$ cat src/hw/smst_map.vh
`ifndef SMST_MAP_VH
`define SMST_MAP_VH
// register offset (byte address on the plain register port)
`define SMST_CTRL_OFS 8'h00
`define SMST_STAT_OFS 8'h04
// field positions in static_bank_control
`define SMST_RCV_HI 27
`define SMST_RCV_LO 24
`define SMST_AW_HI 23
`define SMST_AW_LO 20
`define SMST_BP_HI 19
`define SMST_BP_LO 16
`define SMST_TYPE_BIT 0
// writable bits and reset value
`define SMST_CTRL_MASK 32'h0FFF0001
`define SMST_CTRL_RST 32'h0FFF0000
// wait cycles for the five non-linear codes; lower codes count as themselves
`define SMST_CYC_B 5'h0C
`define SMST_CYC_C 5'h0F
`define SMST_CYC_D 5'h14
`define SMST_CYC_E 5'h19
`define SMST_CYC_F 5'h1F
`endif

$ cat src/hw/smst_wait_timing.v
// What this block does
// - normal memory: read strobe stretched by access-wait cycles
// - burst ROM: access-wait applies only to the first beat's strobe, read or write
// - access-wait codes 0-10 linear, then 12,15,20,25,31; zero ignores wait pin
// - burst ROM: burst-pitch wait cycles inserted in each later beat
// - normal memory: burst-pitch wait stretches the write strobe
// - burst-pitch uses the same code mapping and wait-pin enable, reset 1111
// - idle recovery cycles on bank switch or read-to-write in same bank
// - memory-type bit 0 is normal memory, 1 is burst ROM
//
// The plain strobed port and the address map are this design's own decisions.
`timescale 1ns/100ps
`include "smst_map.vh"

module smst_wait_timing (
    // clock and reset
    input wire clk,
    input wire arst_n,
    // register port
    input wire [7:0] reg_addr,
    input wire [31:0] reg_wdata,
    input wire reg_wr,
    input wire reg_rd,
    output reg [31:0] reg_rdata,
    // access requests from the bank controller
    input wire acc_start,
    input wire acc_write,
    input wire [1:0] acc_bank,
    input wire [5:0] acc_beats,
    output reg acc_busy,
    output reg acc_beat_done,
    // memory side
    input wire wait_n,
    output reg rd_strobe_n,
    output reg we_strobe_n
);

localparam ST_IDLE = 2'h0;
localparam ST_RCV = 2'h1;
localparam ST_STRB = 2'h2;

////////////////////////////////////////////////////////////////////////////////
// registers

reg [31:0] ctrl_q;
reg [1:0] state_q;
reg [4:0] cnt_q;
reg [5:0] beats_q;
reg first_q;
reg wr_q;
reg [1:0] last_bank_q;
reg last_wr_q;
reg used_q;
reg wait_s1_q;
reg wait_s2_q;

wire [3:0] aw_code = ctrl_q[`SMST_AW_HI:`SMST_AW_LO];
wire [3:0] bp_code = ctrl_q[`SMST_BP_HI:`SMST_BP_LO];
wire [3:0] rcv_cycles = ctrl_q[`SMST_RCV_HI:`SMST_RCV_LO];
wire burst_rom = ctrl_q[`SMST_TYPE_BIT];

// shared decode keeps both fields on one mapping
function [4:0] code_to_cycles;
    input [3:0] code;
    begin
        case (code)
            4'hB: code_to_cycles = `SMST_CYC_B;
            4'hC: code_to_cycles = `SMST_CYC_C;
            4'hD: code_to_cycles = `SMST_CYC_D;
            4'hE: code_to_cycles = `SMST_CYC_E;
            4'hF: code_to_cycles = `SMST_CYC_F;
            default: code_to_cycles = {1'b0, code};
        endcase
    end
endfunction

// pick the field for the next strobe: first burst ROM beat (read or write) or normal read uses access-wait
function [3:0] pick_code;
    input is_wr;
    input is_first;
    begin
        if (burst_rom)
            pick_code = is_first ? aw_code : bp_code;
        else
            pick_code = is_wr ? bp_code : aw_code;
    end
endfunction

wire [3:0] cur_code = pick_code(wr_q, first_q);
// nonzero code monitors the pin, zero ignores it
wire wait_hold = (cur_code != 4'h0) && !wait_s2_q;
wire need_rcv = used_q && ((acc_bank != last_bank_q) || (!last_wr_q && acc_write));

////////////////////////////////////////////////////////////////////////////////
// register port

always @(posedge clk or negedge arst_n)
begin
    if (!arst_n)
    begin
        ctrl_q <= `SMST_CTRL_RST;
        reg_rdata <= 32'h00000000;
    end
    else
    begin
        if (reg_wr && reg_addr == `SMST_CTRL_OFS)
            ctrl_q <= reg_wdata & `SMST_CTRL_MASK;
        reg_rdata <= 32'h00000000;
        if (reg_rd && reg_addr == `SMST_CTRL_OFS)
            reg_rdata <= ctrl_q;
        else if (reg_rd && reg_addr == `SMST_STAT_OFS)
            reg_rdata <= {24'h000000, beats_q, state_q};
    end
end

////////////////////////////////////////////////////////////////////////////////
// wait pin synchroniser: the pin is asynchronous to clk

always @(posedge clk or negedge arst_n)
begin
    if (!arst_n)
    begin
        wait_s1_q <= 1'b1;
        wait_s2_q <= 1'b1;
    end
    else
    begin
        wait_s1_q <= wait_n;
        wait_s2_q <= wait_s1_q;
    end
end

////////////////////////////////////////////////////////////////////////////////
// access sequencer

always @(posedge clk or negedge arst_n)
begin
    if (!arst_n)
    begin
        state_q <= ST_IDLE;
        cnt_q <= 5'h00;
        beats_q <= 6'h00;
        first_q <= 1'b0;
        wr_q <= 1'b0;
        last_bank_q <= 2'h0;
        last_wr_q <= 1'b0;
        used_q <= 1'b0;
        acc_busy <= 1'b0;
        acc_beat_done <= 1'b0;
        rd_strobe_n <= 1'b1;
        we_strobe_n <= 1'b1;
    end
    else
    begin
        acc_beat_done <= 1'b0;
        case (state_q)
            ST_IDLE:
            begin
                if (acc_start)
                begin
                    acc_busy <= 1'b1;
                    wr_q <= acc_write;
                    first_q <= 1'b1;
                    // burst ROM reads run several beats; everything else is one
                    beats_q <= (burst_rom && !acc_write && acc_beats != 6'h00) ?
                        acc_beats : 6'h01;
                    last_bank_q <= acc_bank;
                    last_wr_q <= acc_write;
                    used_q <= 1'b1;
                    if (need_rcv && rcv_cycles != 4'h0)
                    begin
                        cnt_q <= {1'b0, rcv_cycles};
                        state_q <= ST_RCV;
                    end
                    else
                    begin
                        cnt_q <= code_to_cycles(pick_code(acc_write, 1'b1));
                        rd_strobe_n <= acc_write;
                        we_strobe_n <= !acc_write;
                        state_q <= ST_STRB;
                    end
                end
            end
            ST_RCV:
            begin
                if (cnt_q == 5'h01)
                begin
                    cnt_q <= code_to_cycles(cur_code);
                    rd_strobe_n <= wr_q;
                    we_strobe_n <= !wr_q;
                    state_q <= ST_STRB;
                end
                else
                    cnt_q <= cnt_q - 5'h01;
            end
            ST_STRB:
            begin
                // the strobe lasts one cycle plus the wait count, plus any pin hold
                if (cnt_q != 5'h00)
                    cnt_q <= cnt_q - 5'h01;
                else if (!wait_hold)
                begin
                    acc_beat_done <= 1'b1;
                    if (beats_q == 6'h01)
                    begin
                        rd_strobe_n <= 1'b1;
                        we_strobe_n <= 1'b1;
                        acc_busy <= 1'b0;
                        state_q <= ST_IDLE;
                    end
                    else
                    begin
                        first_q <= 1'b0;
                        cnt_q <= code_to_cycles(bp_code);
                    end
                    beats_q <= beats_q - 6'h01;
                end
            end
            default:
                state_q <= ST_IDLE;
        endcase
    end
end

endmodule // smst_wait_timing

$ cat config.mk
export PLATFORM = sky130hd
export DESIGN_NAME = smst_wait_timing
export DESIGN_NICKNAME = d
export VERILOG_FILES = /design/src/hw/smst_wait_timing.v
export VERILOG_INCLUDE_DIRS = /design/src /design/src/hw
export SDC_FILE = /design/constraint.sdc
export NUM_CORES = 1
export LEC_CHECK = 0
export BUFFER_PORTS_ARGS = -buffer_cell sky130_fd_sc_hd__buf_2
export CAP_MARGIN = 20
export CORE_ASPECT_RATIO = 0.6
export CORE_UTILIZATION = 45
export CTS_CLUSTER_DIAMETER = 60
export DETAILED_ROUTE_END_ITERATION = 6
export GPL_TIMING_DRIVEN = 0
export PLACE_DENSITY_LB_ADDON = 0.25
export REMOVE_ABC_BUFFERS = 1
export SETUP_SLACK_MARGIN = 0.3
export SLEW_MARGIN = 20
export SYNTH_ARGS = -nofsm -noshare
export SYNTH_HDL_FRONTEND = slang
export SYNTH_SLANG_ARGS = --single-unit
$ cat constraint.sdc
create_clock -name clk -period 2.4 [get_ports clk]
set_input_delay 0.12 -clock clk [delete_from_list [all_inputs] [get_ports clk]]
set_output_delay 0.12 -clock clk [all_outputs]
set_load 0.1 [all_outputs]
==> impl_metrics.env <==
export IMPL_status="completed"
export IMPL_antenna_found_initial=0
export IMPL_clock_skew_ps=6.75
export IMPL_grt_max_degree=58
export IMPL_routed_wirelength_um=9180
export IMPL_syn_area_per_cell_um2=9.74
export IMPL_gp_congestion=0.889
export IMPL_maxCapViolCount=0
export IMPL_critical_path_class="reg -> reg"
export IMPL_synthTopCellsByArea="dfrtp_1 30%, dfstp_2 12%, mux2_2 6.9%, and2_1 4.0%, ha_1 2.9%"
export IMPL_netlist_area_um2=3430
export IMPL_multi_input_area_um2=2080
export IMPL_start_util_pct=46.8
export IMPL_min_to="ctrl_q[16]"
export IMPL_syn_inst=352
export IMPL_rr_startpoint="cnt_q[1]"
export IMPL_first_global_vias=2771
export IMPL_finalNonFillerCells=536
export IMPL_intPower_mw=3.09
export IMPL_area_growth_synth_to_final_pct=31.8
export IMPL_row_count=24
export IMPL_fin_crit_sh_pct=88.2
export IMPL_rsz0062_at_grt="true"
export IMPL_power_density_nw_per_um2=1150
export IMPL_ys_async_sr_fraction_pct=100
export IMPL_hold_viol=0
export IMPL_drive_above_1_share_pct=41.9
export IMPL_reg2regPathDepth=8
export IMPL_avgRoutedWirePerCell_um=17.1
export IMPL_diodes=0
export IMPL_yosysWarnings=0
export IMPL_synth_main_ff_cell="dfrtp_1"
export IMPL_fill_cells=624
export IMPL_final_nets=490
export IMPL_drtIter0Drc=269
export IMPL_switching_share_pct=40.7
export IMPL_io_pins=91
export IMPL_clock_sinks=57
export IMPL_cp_max_fo=6
export IMPL_synth_edf_count=0
export IMPL_fin_crit_ps=2120
export IMPL_synth_sequential_area_ratio_pct=42.2
export IMPL_synth_top_area_share_pct=29.9
export IMPL_cts_tree="yes"
export IMPL_overflow=0
export IMPL_fmax_ghz=0.472
export IMPL_die_h_um=69.6
export IMPL_placed_area_um2=3730
export IMPL_via_count=3031
export IMPL_setup_tns_ps=0
export IMPL_finalSetupViolCount=0
export IMPL_via_per_inst=5.65
export IMPL_start_kind="flop"
export IMPL_min_path_type="in -> reg"
export IMPL_dieArea_um2=7980
export IMPL_p_clk_share_pct=24.0
export IMPL_p_seq_share_pct=26.5
export IMPL_design_core_area_um2=7330
export IMPL_relSlewSlack_pct=52.1
export IMPL_firstDrtPassIters=5
export IMPL_r2r_setup_slack_ps=280
export IMPL_gr_usage_all_layers_pct=24.1
export IMPL_cts_root_buffer="clkbuf_16"
export IMPL_p_comb_share_pct=49.5
export IMPL_power_net_switching_mw=2.12
export IMPL_dp_hpwl_um=5960
export IMPL_synth_cell_types=63
export IMPL_post_synth_top_count_cell="dfrtp_1"
export IMPL_detail_route_antenna_nets=0
export IMPL_p_leak_nw=2.01
export IMPL_hold_depth=2
export IMPL_hold_start="reg_wdata[16]"
export IMPL_grt_pass1_wl_um=14400
export IMPL_portBuffers=59
export IMPL_cp_end_kind="flop"
export IMPL_final_max_slew_violation_count=0
export IMPL_yosysTopAreaCell="dfrtp_1"
export IMPL_numCtsBuffers=9
export IMPL_placed_cells=494
export IMPL_regArea_um2=1450
export IMPL_vdd_ir_drop_max_mv=0.484
export IMPL_reg2reg_to="cnt_q[2]"
export IMPL_fp_dieW_um=115
export IMPL_clkSlewWorstSetupHoldPaths_ps=50
export IMPL_cts_max_path_buffers=2
export IMPL_drc_errors=0
export IMPL_finalPower_mw=5.20
export IMPL_synth_seq_cells=57
export IMPL_final_cell_area_um2=4520
export IMPL_clk_latency_ps=330
export IMPL_synthTopCellsByCount="41 x dfrtp_1, 26 x nand2_1, 22 x and2_1"
export IMPL_worst_pin_slew_ps=719
export IMPL_cts_max_level=3
export IMPL_critPathArrivalTime_ps=2300
export IMPL_required_ps=2580
sequential cells by signal, summed over array words and instances (netlist names):
name           count
reg_rdata         20
ctrl_q            13
beats_q            6
cnt_q              5
last_bank_q        2
state_q            2
acc_beat_done      1
acc_busy           1
first_q            1
last_wr_q          1
rd_strobe_n        1
used_q             1
wait_s1_q          1
wait_s2_q          1
we_strobe_n        1
power groups by stage:
stage	Clock, mW	Sequential, mW	Combinational [mW]
after floorplan	0	1.51	1.20
after global placement	0	1.36	1.76
after detailed placement	0	1.37	1.78
after CTS	1.28	1.35	2.10
after global routing	1.31	1.41	2.76
final	1.25	1.38	2.58
critical path: stages (launching register included):
cell     delay, ps
dfrtp_1        410
inv_2           70
buf_4          110
ha_4           140
nor4b_4        300
nand2_4        110
nor4_4         460
or2_4          280
o31ai_4        100
worst max path at each step:
stage,start,endpoint,slack (ps),depth (start not counted)
after detailed placement,state_q[0],cnt_q[2],-310,6
after global routing,cnt_q[1],cnt_q[0],220,8
after CTS,ctrl_q[17],beats_q[3],290,6
after global placement,state_q[0],cnt_q[2],-410,6
final,cnt_q[1],cnt_q[2],280,8
after floorplan,state_q[0],beats_q[0],320,6
area by class of cell:
class,count,share of cell area (%)
clock buffers,12,5.45
clock inverters,4,0.997
inverters,10,0.831
multi-input cells,264,46.0
flip-flops and latches,57,32.1
well taps,104,2.88
repair buffers,85,11.7
through the flow:
stage / hold slack, ps / setup WS (ps) / utilization (%)
2_1_floorplan: -176 / 323 / -
3_3_place_gp: 227 / -413 / 50.9
3_5_place_dp: 221 / -314 / 50.9
4_1_cts: 17.2 / 286 / 58.2
5_1_grt: 19.1 / 222 / 61.7
6_report: 22.2 / 283 / 61.7
layout by cell type (no fill, tap or decap), types with 4 or more instances in the layout:
cell       netlist  routed
a211oi_1         5       4
a21oi_1         13      12
a22oi_1          4       4
a2bb2oi_1        4       4
and2_1          22      22
buf_2            1      58
buf_4           12      21
clkbuf_16        0       9
conb_1           1      12
dfrtp_1         41      39
dfstp_2         16      16
ha_1             8       5
inv_1           10       7
mux2_2          21      21
mux2i_1          7       7
nand2_1         26      24
nand2b_1         8       8
nand3_1          8       8
nor2_1          17      15
nor3_1          10       8
nor4_1           6       5
o211ai_1         4       4
o21ai_0         17      16
xnor2_1          4       4
what timing repair did:
action,CTS,global route
hold buffers,2,0
gates resized for setup,26,33
buffers inserted,9,15
setup endpoints to repair,14,15
endpoints found under the hold margin,42,0
pin swaps,2,10
metal layers:
metal / track usage, % / routed length [um] / up-vias
met5: 0 / 0 / -
met4: 6.78 / 119 / 0
met3: 9.53 / 875 / 16
met2: 32.2 / 3810 / 159
met1: 35.4 / 4370 / 1447
li1: - / - / 1409
logic make-up after synthesis:
family / after synthesis / synth area share (%)
xor+xnor: 4 / 1.02
other cells: 1 / 0.109
buf+inv: 42 / 5.95
mux: 30 / 9.60
flops: 57 / 42.2
simple gates: 127 / 21.2
compound gates: 83 / 17.0
fa+ha+maj: 8 / 2.92
Power figures use the tool's default switching activity.
